==> src/verilog/bsab_pkg.sv <==
/*
 * Shared constants, types and decode functions for the burst SRAM
 * address sequencer and byte-write decode.
 * Assumes one clock (pclk) and an APB register port of 32-bit words.
 */
package bsab_pkg;

    // address shape
    localparam int ADDR_W  = 18;
    localparam int LOW_W   = 2;
    localparam int UPPER_W = ADDR_W - LOW_W;
    localparam int PADDR_W = 12;

    // burst order pin levels
    localparam logic ORDER_LINEAR      = 1'b0;
    localparam logic ORDER_INTERLEAVED = 1'b1;

    // register byte offsets
    localparam logic [PADDR_W-1:0] REG_CTRL   = 12'h000;
    localparam logic [PADDR_W-1:0] REG_STATUS = 12'h004;
    localparam logic [PADDR_W-1:0] REG_WRCNT  = 12'h008;

    // field positions
    localparam int CTRL_CLR_BIT   = 0;
    localparam int ST_LOW_LSB     = 0;
    localparam int ST_CNT_LSB     = 2;
    localparam int ST_TYPE_LSB    = 4;
    localparam int ST_ORDER_BIT   = 6;

    // reset values and counter steps
    localparam logic [LOW_W-1:0]   LOW_RST   = 2'h0;
    localparam logic [UPPER_W-1:0] UPPER_RST = 16'h0000;
    localparam logic [31:0]        WORD_RST  = 32'h0000_0000;
    localparam logic [LOW_W-1:0]   CNT_STEP  = 2'h1;
    localparam logic [31:0]        WRCNT_STEP = 32'h0000_0001;

    typedef enum logic [1:0] {
        BSAB_READ,
        BSAB_WR_A,
        BSAB_WR_B,
        BSAB_WR_ALL
    } bsab_cycle_t;

    // low address bits of the beat selected by count
    function automatic logic [LOW_W-1:0] bsab_beat_low(
        input logic [LOW_W-1:0] base,
        input logic [LOW_W-1:0] cnt,
        input logic             order
    );
        if (order == ORDER_INTERLEAVED)
            return base ^ cnt;
        return LOW_W'(base + cnt);
    endfunction

    // cycle type from the sampled write controls
    function automatic bsab_cycle_t bsab_decode(
        input logic gw_n,
        input logic we_n,
        input logic a_n,
        input logic b_n
    );
        if (!gw_n)
            return BSAB_WR_ALL;
        if (we_n)
            return BSAB_READ;
        case ({a_n, b_n})
            2'b00:   return BSAB_WR_ALL;
            2'b01:   return BSAB_WR_A;
            2'b10:   return BSAB_WR_B;
            default: return BSAB_READ;
        endcase
    endfunction

endpackage

==> src/verilog/bsab_burst_seq.sv <==
/*
 * Two-bit burst address sequencer: loads a start address and steps the
 * low bits through four beats in linear or interleaved order.
 * Assumes pins synchronous to pclk; the order pin is static.
 */
`timescale 1ns/1ns
module bsab_burst_seq (
    // clock and reset
    input  wire logic                        pclk,
    input  wire logic                        presetn,
    // bus side
    input  wire logic                        burst_start,
    input  wire logic                        burst_advance_n,
    input  wire logic                        burst_order_select,
    input  wire logic [bsab_pkg::ADDR_W-1:0] addr,
    // sequenced address
    output logic      [bsab_pkg::ADDR_W-1:0] burst_addr,
    output logic      [bsab_pkg::LOW_W-1:0]  beat_count
);

    logic [bsab_pkg::UPPER_W-1:0] upper_q, upper_d;
    logic [bsab_pkg::LOW_W-1:0]   base_q, base_d;
    logic [bsab_pkg::LOW_W-1:0]   cnt_q, cnt_d;
    logic [bsab_pkg::LOW_W-1:0]   low_q, low_d;

    always_comb begin
        upper_d = upper_q;
        base_d  = base_q;
        cnt_d   = cnt_q;
        low_d   = low_q;
        if (burst_start) begin
            // first beat straight from the bus
            upper_d = addr[bsab_pkg::ADDR_W-1:bsab_pkg::LOW_W];
            base_d  = addr[bsab_pkg::LOW_W-1:0];
            cnt_d   = bsab_pkg::LOW_RST;
        end else if (!burst_advance_n) begin
            // 2-bit count wraps after the fourth beat
            cnt_d = bsab_pkg::LOW_W'(cnt_q + bsab_pkg::CNT_STEP);
            // order pin read live, never latched
            low_d = bsab_pkg::bsab_beat_low(base_q, cnt_d,
                                            burst_order_select);
        end
        if (burst_start)
            low_d = base_d;
    end

    always_ff @(posedge pclk or negedge presetn) begin
        if (!presetn) begin
            upper_q <= bsab_pkg::UPPER_RST;
            base_q  <= bsab_pkg::LOW_RST;
            cnt_q   <= bsab_pkg::LOW_RST;
            low_q   <= bsab_pkg::LOW_RST;
        end else begin
            upper_q <= upper_d;
            base_q  <= base_d;
            cnt_q   <= cnt_d;
            low_q   <= low_d;
        end
    end

    assign burst_addr = {upper_q, low_q};
    assign beat_count = cnt_q;
endmodule

==> src/verilog/bsab_burst_sram_ctrl.sv <==
/*
 * Top of the burst SRAM address and byte-write block: sequencer, write
 * decode, a write-cycle counter and an APB register port.
 * Assumes host pins synchronous to pclk and a static order pin.
 */
// Local design decisions: the register addresses and register access over APB.
`timescale 1ns/1ns
module bsab_burst_sram_ctrl (
    // clock and reset
    input  wire logic                         pclk,
    input  wire logic                         presetn,
    // apb slave
    input  wire logic                         psel,
    input  wire logic                         penable,
    input  wire logic                         pwrite,
    input  wire logic [bsab_pkg::PADDR_W-1:0] paddr,
    input  wire logic [31:0]                  pwdata,
    output logic      [31:0]                  prdata,
    output logic                              pready,
    output logic                              pslverr,
    // host address and burst control
    input  wire logic [bsab_pkg::ADDR_W-1:0]  addr,
    input  wire logic                         burst_start,
    input  wire logic                         burst_advance_n,
    input  wire logic                         burst_order_select,
    // host write controls
    input  wire logic                         global_write_n,
    input  wire logic                         lane_write_enable_n,
    input  wire logic                         lane_a_select_n,
    input  wire logic                         lane_b_select_n,
    // array side
    output logic      [bsab_pkg::ADDR_W-1:0]  mem_addr,
    output logic                              lane_write_a,
    output logic                              lane_write_b
);

    logic [bsab_pkg::LOW_W-1:0] beat_count;
    bsab_pkg::bsab_cycle_t      cycle_type;
    logic [31:0]                wrcnt_q, wrcnt_d;
    logic [31:0]                prdata_q, prdata_d;
    logic                       setup_ph;
    logic                       access_ph;
    logic                       hit;
    logic                       clr_wr;
    logic                       is_write;

    bsab_burst_seq u_seq (
        .pclk               (pclk),
        .presetn            (presetn),
        .burst_start        (burst_start),
        .burst_advance_n    (burst_advance_n),
        .burst_order_select (burst_order_select),
        .addr               (addr),
        .burst_addr         (mem_addr),
        .beat_count         (beat_count)
    );

    bsab_write_decode u_dec (
        .pclk                (pclk),
        .presetn             (presetn),
        .global_write_n      (global_write_n),
        .lane_write_enable_n (lane_write_enable_n),
        .lane_a_select_n     (lane_a_select_n),
        .lane_b_select_n     (lane_b_select_n),
        .lane_write_a        (lane_write_a),
        .lane_write_b        (lane_write_b),
        .cycle_type          (cycle_type)
    );

    function automatic logic bsab_mapped(
        input logic [bsab_pkg::PADDR_W-1:0] a
    );
        return (a == bsab_pkg::REG_CTRL) || (a == bsab_pkg::REG_STATUS) ||
               (a == bsab_pkg::REG_WRCNT);
    endfunction

    assign setup_ph  = psel && !penable;
    assign access_ph = psel && penable;
    assign hit       = bsab_mapped(paddr);
    assign clr_wr    = access_ph && pwrite && hit &&
                       (paddr == bsab_pkg::REG_CTRL) &&
                       pwdata[bsab_pkg::CTRL_CLR_BIT];
    assign is_write  = lane_write_a || lane_write_b;

    // zero wait states; unmapped offsets answer with an error
    assign pready  = access_ph;
    assign pslverr = access_ph && !hit;
    assign prdata  = prdata_q;

    always_comb begin
        wrcnt_d  = wrcnt_q;
        prdata_d = prdata_q;
        // a write cycle in the clearing cycle still counts
        if (clr_wr)
            wrcnt_d = is_write ? bsab_pkg::WRCNT_STEP : bsab_pkg::WORD_RST;
        else if (is_write)
            wrcnt_d = wrcnt_q + bsab_pkg::WRCNT_STEP;
        if (setup_ph && !pwrite) begin
            prdata_d = bsab_pkg::WORD_RST;
            case (paddr)
                bsab_pkg::REG_STATUS: begin
                    prdata_d[bsab_pkg::ST_LOW_LSB +: bsab_pkg::LOW_W] =
                        mem_addr[bsab_pkg::LOW_W-1:0];
                    prdata_d[bsab_pkg::ST_CNT_LSB +: bsab_pkg::LOW_W] =
                        beat_count;
                    prdata_d[bsab_pkg::ST_TYPE_LSB +: 2] = cycle_type;
                    prdata_d[bsab_pkg::ST_ORDER_BIT] = burst_order_select;
                end
                bsab_pkg::REG_WRCNT: begin
                    prdata_d = wrcnt_q;
                end
                default: begin
                    prdata_d = bsab_pkg::WORD_RST;
                end
            endcase
        end
    end

    always_ff @(posedge pclk or negedge presetn) begin
        if (!presetn) begin
            wrcnt_q  <= bsab_pkg::WORD_RST;
            prdata_q <= bsab_pkg::WORD_RST;
        end else begin
            wrcnt_q  <= wrcnt_d;
            prdata_q <= prdata_d;
        end
    end
endmodule

==> src/verilog/bsab_write_decode.sv <==
/*
 * Byte-write decode: turns the sampled global write, write enable and
 * two lane selects into per-lane write strobes and a cycle type.
 * Assumes all controls synchronous to pclk, active low.
 */
`timescale 1ns/1ns
module bsab_write_decode (
    // clock and reset
    input  wire logic                  pclk,
    input  wire logic                  presetn,
    // write controls
    input  wire logic                  global_write_n,
    input  wire logic                  lane_write_enable_n,
    input  wire logic                  lane_a_select_n,
    input  wire logic                  lane_b_select_n,
    // decoded cycle
    output logic                       lane_write_a,
    output logic                       lane_write_b,
    output bsab_pkg::bsab_cycle_t      cycle_type
);

    bsab_pkg::bsab_cycle_t type_q, type_d;

    always_comb begin
        // global write overrides the lane controls
        type_d = bsab_pkg::bsab_decode(global_write_n, lane_write_enable_n,
                                       lane_a_select_n,
                                       lane_b_select_n);
    end

    always_ff @(posedge pclk or negedge presetn) begin
        if (!presetn)
            type_q <= bsab_pkg::BSAB_READ;
        else
            type_q <= type_d;
    end

    assign cycle_type   = type_q;
    assign lane_write_a = (type_q == bsab_pkg::BSAB_WR_A) ||
                          (type_q == bsab_pkg::BSAB_WR_ALL);
    assign lane_write_b = (type_q == bsab_pkg::BSAB_WR_B) ||
                          (type_q == bsab_pkg::BSAB_WR_ALL);

endmodule
==> config.mk <==
export PLATFORM = sky130hd
export DESIGN_NAME = bsab_burst_sram_ctrl
export DESIGN_NICKNAME = d
export VERILOG_FILES = /design/src/verilog/bsab_pkg.sv /design/src/verilog/bsab_burst_seq.sv /design/src/verilog/bsab_burst_sram_ctrl.sv /design/src/verilog/bsab_write_decode.sv
export SDC_FILE = /design/constraint.sdc
export NUM_CORES = 1
export LEC_CHECK = 0
export CORE_UTILIZATION = 55
export CTS_CLUSTER_DIAMETER = 80
export DETAILED_ROUTE_END_ITERATION = 10
export DONT_BUFFER_PORTS = 1
export PLACE_DENSITY = 0.79
export SLEW_MARGIN = 15
export SYNTH_ARGS = -nofsm -noshare
export SYNTH_HDL_FRONTEND = slang
export SYNTH_SLANG_ARGS = --single-unit
==> constraint.sdc <==
create_clock -name pclk -period 2.8 [get_ports pclk]
set_input_delay 0.56 -clock pclk [delete_from_list [all_inputs] [get_ports pclk]]
set_output_delay 0.56 -clock pclk [all_outputs]
set_load 0.02 [all_outputs]
======== Word level (Yosys, flattened, before mapping) ========
Index checks and enable logic that the tools add are counted.
word-level totals
  register bits after elaboration ......... 88
  latch bits .............................. 0
  bits in writable memories ............... 0
  bits in read-only memories .............. 0
  input bits .............................. 74
  output and inout bits ................... 54
  word-level logic and storage cells ...... 60
  memories ................................ 0
cells by class
  add/sub/neg operators ................... 3
  multiply operators ...................... 0
  div/mod/pow operators ................... 0
  $lt $le $gt $ge ......................... 0
  equality and inequality tests ........... 8
  shift operators ......................... 0
  muxes and demuxes ....................... 22
  bitwise gates (word level) .............. 1
  reductions and logical operators ........ 19
operators by type and width
  kind                                                                    number
  32-bit 2-to-1 mux                                                       2
  32-bit by 1-bit adder with 32-bit output, second input constant         1
  25-bit 2-to-1 mux                                                       1
  2-bit 2-to-1 mux                                                        11
  7-bit one-hot mux with 2 select lines                                   1
  12-bit by 3-bit equality test with 1-bit output, second input constant  1
  12-bit by 4-bit equality test with 1-bit output, second input constant  1
  12-bit logical NOT                                                      1
  1-bit logical AND                                                       8
  2-bit equality test, second input constant                              3
  1-bit 2-to-1 mux                                                        6
  2-bit one-hot mux with 3 select lines                                   1
  1-bit logical OR                                                        5
  2-bit by 1-bit equality test with 1-bit output, second input constant   2
  1-bit logical NOT                                                       3
  2-bit by 1-bit adder with 2-bit output, second input constant           1
  2-bit adder                                                             1
  2-bit logical NOT                                                       1
  2-bit != test, second input constant                                    1
  2-bit nonzero test                                                      1
  2-bit bitwise XOR                                                       1

======== Logic depth before layout (Yosys ltp) ========
Gate-level depths: netlist of run 1.
  word-level depth ........................ 7
  depth in mapped cells ................... 7
  depth with buffers taken out ............ 6

======== Modules after synthesis ========
A second synthesis of run 1 with hierarchy kept.
second synthesis, totals
  cell total of the unflattened synthesis .. 339
  area total of the unflattened synthesis .. 3,928.8 um^2
by module, submodules not included
  module                times used  cells an instance  area each (um^2)  seq. area each (um^2)
  bsab_burst_sram_ctrl  1           272                2,969.1           1,601.5
  bsab_burst_seq        1           61                 892.1             550.5
  bsab_write_decode     1           6                  67.6              50.0

======== Least setup slack after synthesis of run 1 ========
OpenSTA, ideal clock, no wires.
  path kind ............................... in2reg
  start point ............................. in paddr[9] in the netlist's numbering
  end point ............................... reg prdata_q[0], in the netlist prdata[0]
  arrival time ............................ 2.104 ns
  setup slack ............................. 0.630 ns
  cell stages on the path ................. 5
  cell sequence ........................... nor4_1 nand3_1 nor4b_1 clkbuf_1 a221o_1
on the way
  cells in the longest elaborated chain, start to end .. 2
RTL lines
  element                                                                                                                    RTL line                     RTL
  start, declared                                                                                                            bsab_burst_sram_ctrl.sv:16   input wire logic [bsab_pkg::PADDR_W-1:0] paddr,
  12-bit by 4-bit equality test with 1-bit output / 12-bit by 3-bit equality test with 1-bit output (equally long branches)  bsab_burst_sram_ctrl.sv:100  case (paddr)
  7-bit one-hot mux with 2 select lines (*)                                                                                  bsab_burst_sram_ctrl.sv:100
  end signal, assigned                                                                                                       bsab_burst_sram_ctrl.sv:122  prdata_q <= bsab_pkg::WORD_RST;
  end signal, assigned                                                                                                       bsab_burst_sram_ctrl.sv:125  prdata_q <= prdata_d;
  end, declared                                                                                                              bsab_burst_sram_ctrl.sv:40   logic [31:0] prdata_q, prdata_d;
Mark *: on every way between the ends. The rest lies on a longest branch, timed or not.
A chain may end at the register's enable or synchronous reset.

======== Worst setup path in the final report of run 1 ========
  start point ............................. reg wrcnt_q[3]
  end point ............................... reg wrcnt_q[27]
on the way
  cells in the longest elaborated chain, start to end .. 3
RTL lines
  element                                   RTL line                     RTL
  start, declared                           bsab_burst_sram_ctrl.sv:39   logic [31:0] wrcnt_q, wrcnt_d;
  start signal, assigned                    bsab_burst_sram_ctrl.sv:121  wrcnt_q <= bsab_pkg::WORD_RST;
  start signal, assigned                    bsab_burst_sram_ctrl.sv:124  wrcnt_q <= wrcnt_d;
  32-bit by 1-bit adder with 32-bit output  bsab_burst_sram_ctrl.sv:97   wrcnt_d = wrcnt_q + bsab_pkg::WRCNT_STEP;
  32-bit 2-to-1 mux                         bsab_burst_sram_ctrl.sv:96   else if (is_write)
  32-bit 2-to-1 mux                         bsab_burst_sram_ctrl.sv:94   if (clr_wr)
Every way passes these cells. The select of a mux whose other input is x is not followed.

==> out/metrics.cfg, run 1 <==
[status]
status = complete, no violations

[yosys]
synthFlopType = dfrtp_1
synthTopCellsByArea = dfrtp_1, a22o_1, mux2_2
synth_edf_count = 0
synth_seq_cells = 88
avgSynthCellArea_sq_um = 11.4
yosysMostFrequentCell = dfrtp_1
synth_fp_nets = 417
ys_warn_count = 0
ys_types = 40
synth_top_area_share_pct = 56.6
netlist_area_sq_um = 3890
ys_seq_area_share_pct = 56.6
synthTopCellsByCount = dfrtp_1, a22o_1, clkbuf_1
syn_inst = 341
ys_async_sr_fraction_pct = 100
netlist.top_cell.by_area = dfrtp_1

[sta]
hold_violations = 0
worst_slew_pin_slew_ns = 0.926
setup_viol = 0
setup_tns_ns = 0
worst_slack_ns = 0.611
fmax_mhz = 457
fin_hold_ws_ns = 0.0895
fin_worst_skew_ns = 0.00805
max_slew_margin_pct = 38.2
rsz0062_at_grt = false
final_max_slew_viol_count = 0
post-route-period-util_pct = 78.2
layout_min_cycle_time_ns = 2.19

[pwr]
cellLeakagePower_uw = 0.00175
ir_drop_mv = 0.374
power.density_nw_per_um2 = 675

[drt]
drcViolationCount = 0
finalWirelength_microns = 7470
avgRoutedWirePerCell_microns = 17.3
drt_pass1_iterations = 4
antenna_left = 0
drt_iter0_markers = 190
via_count = 2670
routed_via_density = 6.19

[clocking]
clkSinkCount = 88
ctsResizeCount = 0
cts_root_buf = clkbuf_8
clk_pin_slew_ns = 0.08
numCtsBuffers = 9
htreeDepth = 3
clock_latency_ns = 0.35
cts_tree = yes
clk_path_buf_depth = 2

[global_routing]
grt.total_usage_pct = 21.8
antenna_found_initial = 0
grt_pass1_vias = 2614
grt_first_pass_wirelength_microns = 12600
grt_overflow = 0
grt_max_degree = 89

[die]
dieArea_sq_um = 7420
io_pins = 128
num_rows = 30
start_util_pct = 57.0
die_y_microns = 86.1
core-area_sq_um = 6830
fp.dieW_microns = 86.1

[final_layout]
final_area_sq_um = 4180
layout-drive-gt1-share_pct = 11.9
syn_to_final_growth_pct = 7.39
diodes = 0
finalNetCount = 407
final_util_pct = 61.2

[worst_setup_path]
r2r_cells = 4
cp.required_ns = 3.08
r2r_slack_ns = 0.61
worstSetupPathType = reg2reg
cp-start-kind = register
crit_arrival_ns = 2.47
path_max_fanout = 29
r2r-end = wrcnt_q[27]
r2r_start = wrcnt_q[3]
worst_setup_path_end_kind = register

[min_path]
hold_path.class = in2async

[job]
max-cap-violations = 0

[placed_design]
gp_congestion = 0.807
dp.final_hpwl_microns = 4890
placed_area_sq_um = 3930
numPortBuffers = 0
dpl_worst_slack_ns = 0.624

## cell usage in the layout (no fill, tap or decap), types with 3 or more instances in the layout
master / Yosys / routed
dfrtp_1: 88 / 88
a22o_1: 25 / 25
nor2_1: 20 / 20
a21oi_1: 19 / 19
nand2_1: 17 / 17
mux2_2: 16 / 16
o21ai_0: 14 / 14
or4_1: 13 / 13
o31ai_1: 12 / 12
clkbuf_8: 0 / 11
nand3_1: 10 / 10
nand4_1: 8 / 8
xnor2_1: 8 / 8
inv_1: 7 / 7
a221o_1: 7 / 7
nor4_1: 6 / 6
and2_0: 6 / 6
xor2_1: 6 / 6
nor3_1: 4 / 4
or3_1: 4 / 4
buf_4: 0 / 3
## registers in the layout (all words and copies together), names as in the netlist
signal / count
wrcnt_q: 32
u_seq.low_q: 2
u_seq.upper_q: 16
u_seq.base_q: 2
u_seq.beat_count: 2
u_dec.cycle_type: 2
prdata: 32
## worst max-delay path by stage
| stage | startpoint | end | slack [ns] |
|---|---|---|---|
| after floorplan | paddr[9] | prdata[0] | 0.63 |
| after global placement | wrcnt_q[3] | wrcnt_q[30] | 0.68 |
| after detailed placement | wrcnt_q[3] | wrcnt_q[27] | 0.62 |
| after CTS | wrcnt_q[3] | wrcnt_q[27] | 0.61 |
| after global routing | u_dec.cycle_type[1] | wrcnt_q[13] | 0.34 |
| final | wrcnt_q[3] | wrcnt_q[27] | 0.61 |
## metal layers
layer  global-route usage [%]  vias to the layer above  routed length [microns]
met1                     28.5                     1339                     3330
met2                     34.3                       74                     3600
met3                     5.97                       12                      417
li1                         -                     1245                        -
met5                        0                        -                        0
met4                     9.55                        0                      123
## power breakdown
group	leakage (uW)	total (uW)	switching, uW	internal [uW]
Sequential	0.00115	1570	188	1380
Clock	0.000112	960	414	546
Combinational	0.000488	296	167	130
## through the flow
step | total power [uW] | cells
4_1_cts | 2850 | 431
5_1_grt | 2950 | 431
6_report | 2820 | 431
3_3_place_gp | 1840 | 415
2_1_floorplan | 1790 | 341
3_5_place_dp | 1860 | 415
## repair_timing
action	4_1_cts	5_1_grt
hold endpoints to repair	88	0
buffers inserted	0	0
hold buffers	1	0
## area by class of cell
cell class,instances,area (sq um)
timing repair buffer,4,50.0
clock inverter,3,65.1
fill,563,2650
sequential,88,2200
clock buffer,12,155
inverter,7,26.3
tap,96,120
multi-input combinational,221,1560
## cell families after synthesis
group           Yosys count  share of synthesized area, %
buf+inv                  32                          3.47
flops                    88                          56.6
xor+xnor                 15                          3.73
compound gates           86                          16.0
fa+ha+maj                 2                         0.643
simple gates            100                          14.5
mux                      18                          5.14
## critical path, cell delays in order, from the launching register on
cell and delay, ns:
dfrtp_1 0.50, nand4_4 0.18, or4_4 0.72, or4_1 0.56
a21oi_1 0.16
(Power assumes the default switching activity.)
==> inputs of run 2 (changes only) <==
--- a/config.mk
+++ b/config.mk
@@ -5,11 +5,12 @@
 export SDC_FILE = /design/constraint.sdc
 export NUM_CORES = 1
 export LEC_CHECK = 0
+export ABC_AREA = 1
 export CORE_UTILIZATION = 55
 export CTS_CLUSTER_DIAMETER = 80
 export DETAILED_ROUTE_END_ITERATION = 10
 export DONT_BUFFER_PORTS = 1
-export PLACE_DENSITY = 0.79
+export PLACE_DENSITY = 0.82
 export SLEW_MARGIN = 15
 export SYNTH_ARGS = -nofsm -noshare
 export SYNTH_HDL_FRONTEND = slang
==> constraint.sdc (replaced) <==
create_clock -name pclk -period 1.8 [get_ports pclk]
set_input_delay 0.36 -clock pclk [delete_from_list [all_inputs] [get_ports pclk]]
set_output_delay 0.36 -clock pclk [all_outputs]
set_load 0.02 [all_outputs]
==> run 2 against run 1 <==
  * The run now ends with negative hold slack left
  * Die area increased by 15%
  * Wire length up 32%
  * Register-to-register slack got worse by 0.44 ns
  * Count of clock-buffer cells in the layout fell by 3
  * Sequential share of layout area is 6.9 points lower
  * Critical path depth increased by 3
  * Final cell count is 66% higher
  * Clock power rose by 60%
  * Area after synthesis grew 15%
  * Maximum frequency is 35% higher
  * Synthesized cell count grew 78%
  * Largest cell class unchanged
  * Sequential cell count did not move
==> out/metrics.cfg, run 2 <==
[status]
status = finished with violations
violations = negative hold slack

[yosys]
ys_types = 29  ; -28%
synth_fp_nets = 683  ; +64%
synthTopCellsByArea = dfrtp_1, nand2_1, nor2_1
ys_warn_count = 0  ; unchanged
synthFlopType = dfrtp_1
ys_seq_area_share_pct = 49.1  ; -7.4 points
syn_inst = 607  ; +78%
netlist_area_sq_um = 4480  ; +15%
synth_edf_count = 0  ; unchanged
synthTopCellsByCount = nand2_1, dfrtp_1, nor2_1
ys_async_sr_fraction_pct = 100  ; unchanged
avgSynthCellArea_sq_um = 7.38  ; -35%
synth_seq_cells = 88  ; unchanged
synth_top_area_share_pct = 49.1  ; -7.4 points
yosysMostFrequentCell = nand2_1
netlist.top_cell.by_area = dfrtp_1

[drt]
drcViolationCount = 0  ; unchanged
drt_iter0_markers = 271  ; +43%
antenna_left = 0  ; unchanged
drt_pass1_iterations = 4  ; unchanged
finalWirelength_microns = 9850  ; +32%
avgRoutedWirePerCell_microns = 13.8  ; -20%
via_count = 3870  ; +45%
routed_via_density = 5.42  ; -13%

[final_layout]
finalNetCount = 683  ; +68%
final_util_pct = 61.6  ; +0.43 points
syn_to_final_growth_pct = 7.40  ; about the same
layout.cells.most_common = nand2_1
final_cell_mix = nand2_1, nor2_1, dfrtp_1
diodes = 0  ; unchanged
layout-drive-gt1-share_pct = 7.19  ; -4.8 points

[sta]
setup_tns_ns = 0  ; unchanged
post-route-period-util_pct = 90.2  ; +12 points
layout_min_cycle_time_ns = 1.62  ; -0.565 ns
fmax_mhz = 616  ; +35%
max_slew_margin_pct = 46.7  ; +8.5 points
hold_violations = 88  ; +88
setup_viol = 0  ; unchanged
rsz0062_at_grt = false
fin_worst_skew_ns = 0.0207  ; +0.0126 ns
final_max_slew_viol_count = 0  ; unchanged
worst_slew_pin_slew_ns = 0.799  ; -0.127 ns
fin_hold_ws_ns = -0.328  ; -0.418 ns

[die]
io_pins = 128  ; unchanged
dieArea_sq_um = 8510  ; +15%
fp.dieW_microns = 92.3  ; +7.1%
core-area_sq_um = 7810  ; +14%
die_y_microns = 92.3  ; +7.1%
num_rows = 32  ; +6.7%
start_util_pct = 57.4  ; +0.39 points

[worst_setup_path]
r2r_start = wrcnt_q[8]
path_cells = nand2_1 > nor2_1 > nand3_1 > nor2_4 > nand2_1 > o21ai_0 > nor2_1
worst_setup_path_end_kind = register
path_max_fanout = 5  ; -83%
crit_path_start = wrcnt_q[8]
slowest_stage = dfrtp_1
cp-start-kind = register
worstSetupPathType = reg2reg
cp.required_ns = 2.05  ; -1.03 ns
crit_arrival_ns = 1.87  ; -0.60 ns
r2r_cells = 7  ; +3
critical-path-max-stage-delay_ns = 0.43  ; -0.29 ns

[pwr]
ir_drop_mv = 0.582  ; +56%
power.density_nw_per_um2 = 905  ; +34%
cellLeakagePower_uw = 0.00231  ; +32%
p_total_uw = 4360  ; +54%

[placed_design]
gp_congestion = 0.900  ; +12%
numPortBuffers = 0  ; unchanged
dp.final_hpwl_microns = 7220  ; +48%

[min_path]
hold_path.class = in2async

[clocking]
cts_tree = yes
clk_path_buf_depth = 2  ; unchanged
clkSinkCount = 88  ; unchanged
htreeDepth = 3  ; unchanged
clk_pin_slew_ns = 0.10  ; +0.02 ns
numCtsBuffers = 9  ; unchanged
cts_root_buf = clkbuf_8
clock_latency_ns = 0.37  ; +0.02 ns

[job]
max-cap-violations = 0  ; unchanged

[global_routing]
grt_overflow = 0  ; unchanged
grt_max_degree = 89  ; unchanged
grt_first_pass_wirelength_microns = 16800  ; +33%
grt_pass1_vias = 3684  ; +41%
grt.total_usage_pct = 25.1  ; +3.3 points
antenna_found_initial = 0  ; unchanged

-- run 2: cell count changes in the layout (fill, tap and decap cells not counted), sizes merged, moves of 16 or more --
cell,before,now
a22o,25,0
inv,7,54
mux2,16,0
nand2,17,244
nand3,10,37
nor2,20,95
-- run 2: timing repair --
| item | in CTS | in global routing |
|---|---|---|
| endpoints found under the setup margin | 0 | 2 |
| setup buffers | 0 | 0 |
| resized for setup | 0 | 2 |
| endpoints found under the hold margin | 88 | 88 |
-- run 2: cell type report --
class	instances	area, sq um
Clock inverter	7	101
Multi-Input combinational cell	448	2000
Sequential cell	88	2200
Clock buffer	9	124
Tap cell	102	128
Inverter	53	199
Timing Repair Buffer	7	52.6
Fill cell	713	3000
-- run 2: per-stage QoR --
step / instance area [sq um] / worst slack, ns / instances
final: 4810 / 0.176 / 714
after global routing: 4810 / 0.0207 / 714
after CTS: 4810 / 0.177 / 714
after detailed placement: 4580 / 0.215 / 698
after global placement: 4580 / 0.265 / 698
after floorplan: 4480 / 0.264 / 607
-- run 2: final timing paths --
kind / end / slack (ns)
setup / recovery: wrcnt_q[20] / 0.18
hold / removal: prdata[7] / -0.33
setup reg to reg: wrcnt_q[20] / 0.18
hold reg to reg: u_seq.base_q[0] / 0.49
max in group asynchronous: u_seq.upper_q[5] / 1.98
min in group pclk: u_dec.cycle_type[0] / 0.09
-- run 2: where the power goes --
part	leakage [uW]	switching, uW	internal, uW	total (uW)
Sequential	0.00117	216	2110	2320
Clock	0.000106	750	794	1540
Combinational	0.00104	324	168	492
-- run 2: kinds of logic after synthesis --
logic type	synth area share, %
AO/OA/AOI/OAI	6.87
XOR/XNOR	0.782
adder cells (fa/ha/maj)	0.558
buffers and inverters	6.23
flip-flops	49.1
AND/OR/NAND/NOR	36.4
-- run 2: critical path, delay by kind of cell, from the launching register on --
family          cells  cell delay (ns)
compound gates      1             0.21
flops               1             0.43
simple gates        6             0.88
-- run 2: per-layer routing --
layer / up-vias / track usage (%) / part of all wire, %
met5: - / 0 / 0
li1: 1907 / - / -
met3: 17 / 7.05 / 6.2
met1: 1817 / 31.4 / 44
met2: 129 / 41.9 / 48
met4: 0 / 8.46 / 1.8
==> inputs of run 3 (changes only) <==
--- a/config.mk
+++ b/config.mk
@@ -6,11 +6,11 @@
 export NUM_CORES = 1
 export LEC_CHECK = 0
 export ABC_AREA = 1
-export CORE_UTILIZATION = 55
+export CORE_UTILIZATION = 50
 export CTS_CLUSTER_DIAMETER = 80
 export DETAILED_ROUTE_END_ITERATION = 10
 export DONT_BUFFER_PORTS = 1
-export PLACE_DENSITY = 0.82
+export PLACE_DENSITY = 0.68
 export SLEW_MARGIN = 15
 export SYNTH_ARGS = -nofsm -noshare
 export SYNTH_HDL_FRONTEND = slang
==> run 3 against run 2 <==
  * The flow still finishes with violations (negative hold slack)
  * Maximum frequency is essentially flat
  * Sequential power is essentially flat
  * Non-clock buffer count is the same
  * Sequential cell count is the same
  * Clock skew shrank 0.0022 ns
  * Critical path depth grew 2
  * Design area shrank 1.0%
  * Critical path type unchanged
  * Critical endpoint is now wrcnt_q[18]
==> out/metrics.cfg, run 3 (synthesis results as in run 2) <==
[status]
status = finished with violations
violations = negative hold slack

[drt]
finalWirelength_microns = 9870  ; +0.21%
via_count = 3782  ; -2.3%
antenna_left = 0  ; unchanged
drt_iter0_markers = 212  ; -22%
avgRoutedWirePerCell_microns = 13.7  ; -0.62%
drt_pass1_iterations = 4  ; unchanged
routed_via_density = 5.25  ; -3.1%
drcViolationCount = 0  ; unchanged

[global_routing]
grt_max_degree = 89  ; unchanged
grt_overflow = 0  ; unchanged
grt_first_pass_wirelength_microns = 17300  ; +3.2%
grt_pass1_vias = 3746  ; +1.7%
grt.total_usage_pct = 22.7  ; -2.5 points
antenna_found_initial = 0  ; unchanged

[clocking]
clock_latency_ns = 0.36  ; about the same
clk_path_buf_depth = 2  ; unchanged
numCtsBuffers = 9  ; unchanged
cts_tree = yes
cts_root_buf = clkbuf_8
htreeDepth = 3  ; unchanged
clk_pin_slew_ns = 0.09  ; about the same
clkSinkCount = 88  ; unchanged

[sta]
worst_slew_pin_slew_ns = 0.776  ; -0.0228 ns
post-route-period-util_pct = 90.2  ; about the same
layout_min_cycle_time_ns = 1.62  ; +0.000551 ns
setup_tns_ns = 0  ; unchanged
worst_slack_ns = 0.176  ; -0.000551 ns
fmax_mhz = 616  ; about the same
max_slew_margin_pct = 48.2  ; +1.5 points
hold_violations = 88  ; unchanged
final_max_slew_viol_count = 0  ; unchanged
fin_worst_skew_ns = 0.0185  ; -0.00219 ns
fin_hold_ws_ns = -0.319  ; +0.00920 ns
setup_viol = 0  ; unchanged
rsz0062_at_grt = false

[placed_design]
numPortBuffers = 0  ; unchanged
gp_congestion = 0.924  ; +2.6%
dp.final_hpwl_microns = 7140  ; -1.1%
dpl_worst_slack_ns = 0.189  ; -0.0253 ns

[die]
core-area_sq_um = 8680  ; +11%
die_y_microns = 96.7  ; +4.8%
num_rows = 34  ; +6.3%
dieArea_sq_um = 9340  ; +9.8%
fp.dieW_microns = 96.7  ; +4.8%
io_pins = 128  ; unchanged
start_util_pct = 51.6  ; -5.8 points

[final_layout]
regArea_sq_um = 2200  ; about the same
layout-drive-gt1-share_pct = 6.86  ; -0.33 points
finalNetCount = 683  ; unchanged
diodes = 0  ; unchanged
layout.cells.most_common = nand2_1
multi_input_area_sq_um = 2000  ; unchanged
final_cell_mix = nand2_1, dfrtp_1, nor2_1
n_fill_cell = 867  ; +22%
syn_to_final_growth_pct = 6.31

[pwr]
power.density_nw_per_um2 = 845  ; -6.6%
cellInternalPower_uw = 2780  ; -9.4%
pwr-share-clk_pct = 30.5  ; -4.9 points
p_total_uw = 4030  ; -7.6%
pwr-share-comb_pct = 12.0  ; +0.7 points
seqPwrFrac_pct = 57.5  ; +4.2 points
cellLeakagePower_uw = 0.00229  ; -0.97%
switchingPower_uw = 1250  ; -3.2%
swShare_pct = 31.0  ; +1.4 points
ir_drop_mv = 0.521  ; -10%

[worst_setup_path]
worstSetupPathType = reg2reg
crit_arrival_ns = 1.90  ; +0.03 ns
path_max_fanout = 5  ; unchanged
cp-start-kind = register
r2r_cells = 9  ; +2
r2r_slack_ns = 0.18  ; about the same
r2r-end = wrcnt_q[18]
r2r_start = wrcnt_q[1]
cp.required_ns = 2.08  ; +0.03 ns
worst_setup_path_end_kind = register

[min_path]
hold_path.class = in2async

[job]
max-cap-violations = 0  ; unchanged

[run 3: cell count changes in the layout (fill, tap and decap cells not counted)]
cell and change:
bufinv_16 -2, clkbuf_1 +1, clkinv_2 +2, clkinv_4 -1
dfrtp_1 +1, dfrtp_2 -1
[run 3: how the worst max path moves through the flow]
stage | to | cells after the start | startpoint
2_1_floorplan | pslverr | 7 | paddr[7]
3_3_place_gp | wrcnt_q[14] | 8 | u_dec.cycle_type[1]
5_1_grt | wrcnt_q[20] | 8 | wrcnt_q[0]
3_5_place_dp | wrcnt_q[5] | 7 | paddr[1]
6_report | wrcnt_q[18] | 9 | wrcnt_q[1]
4_1_cts | wrcnt_q[18] | 8 | u_dec.cycle_type[1]
[run 3: power by group through the flow]
stage | registers (uW) | logic, uW | clock network, uW
2_1_floorplan | 2310 | 407 | 0
3_3_place_gp | 2350 | 463 | 0
3_5_place_dp | 2350 | 483 | 0
4_1_cts | 2310 | 485 | 1270
5_1_grt | 2340 | 560 | 1330
6_report | 2320 | 483 | 1230
[run 3: final cells by class]
class	count	share of cell area, %
flip-flops and latches	88	46.2
multi-input cells	448	42.1
inverters	53	4.18
well taps	108	2.84
clock buffers	10	2.68
repair buffers	7	1.10
clock inverters	6	0.893
[run 3: what timing repair did]
action,CTS,global route
hold endpoints to repair,88,88
gates resized for setup,0,1
setup endpoints to repair,0,1
buffers inserted,0,0
[run 3: critical path, stage by stage, from the launching register on]
cell     delay, ns
dfrtp_1       0.42
ha_1          0.20
nand2_1       0.06
inv_1         0.09
nand4_1       0.20
nor2_1        0.25
nand2_1       0.12
nand2_1       0.07
nand2_1       0.04
nor2_1        0.10
[run 3: through the flow]
stage               cell area (sq um)  utilization (%)  instances
detailed placement               4590             52.9        704
floorplan                        4480                -        607
global placement                 4590             52.9        704
finish                           4760             54.9        720
global route                     4760             54.9        720
CTS                              4760             54.8        720
[run 3: routing by layer]
layer	GRT usage [%]	routed length, microns	vias up
met4	10.7	259	0
met1	28.1	4420	1759
met3	4.48	453	20
met5	0	0	-
met2	38.0	4740	99
li1	-	-	1904
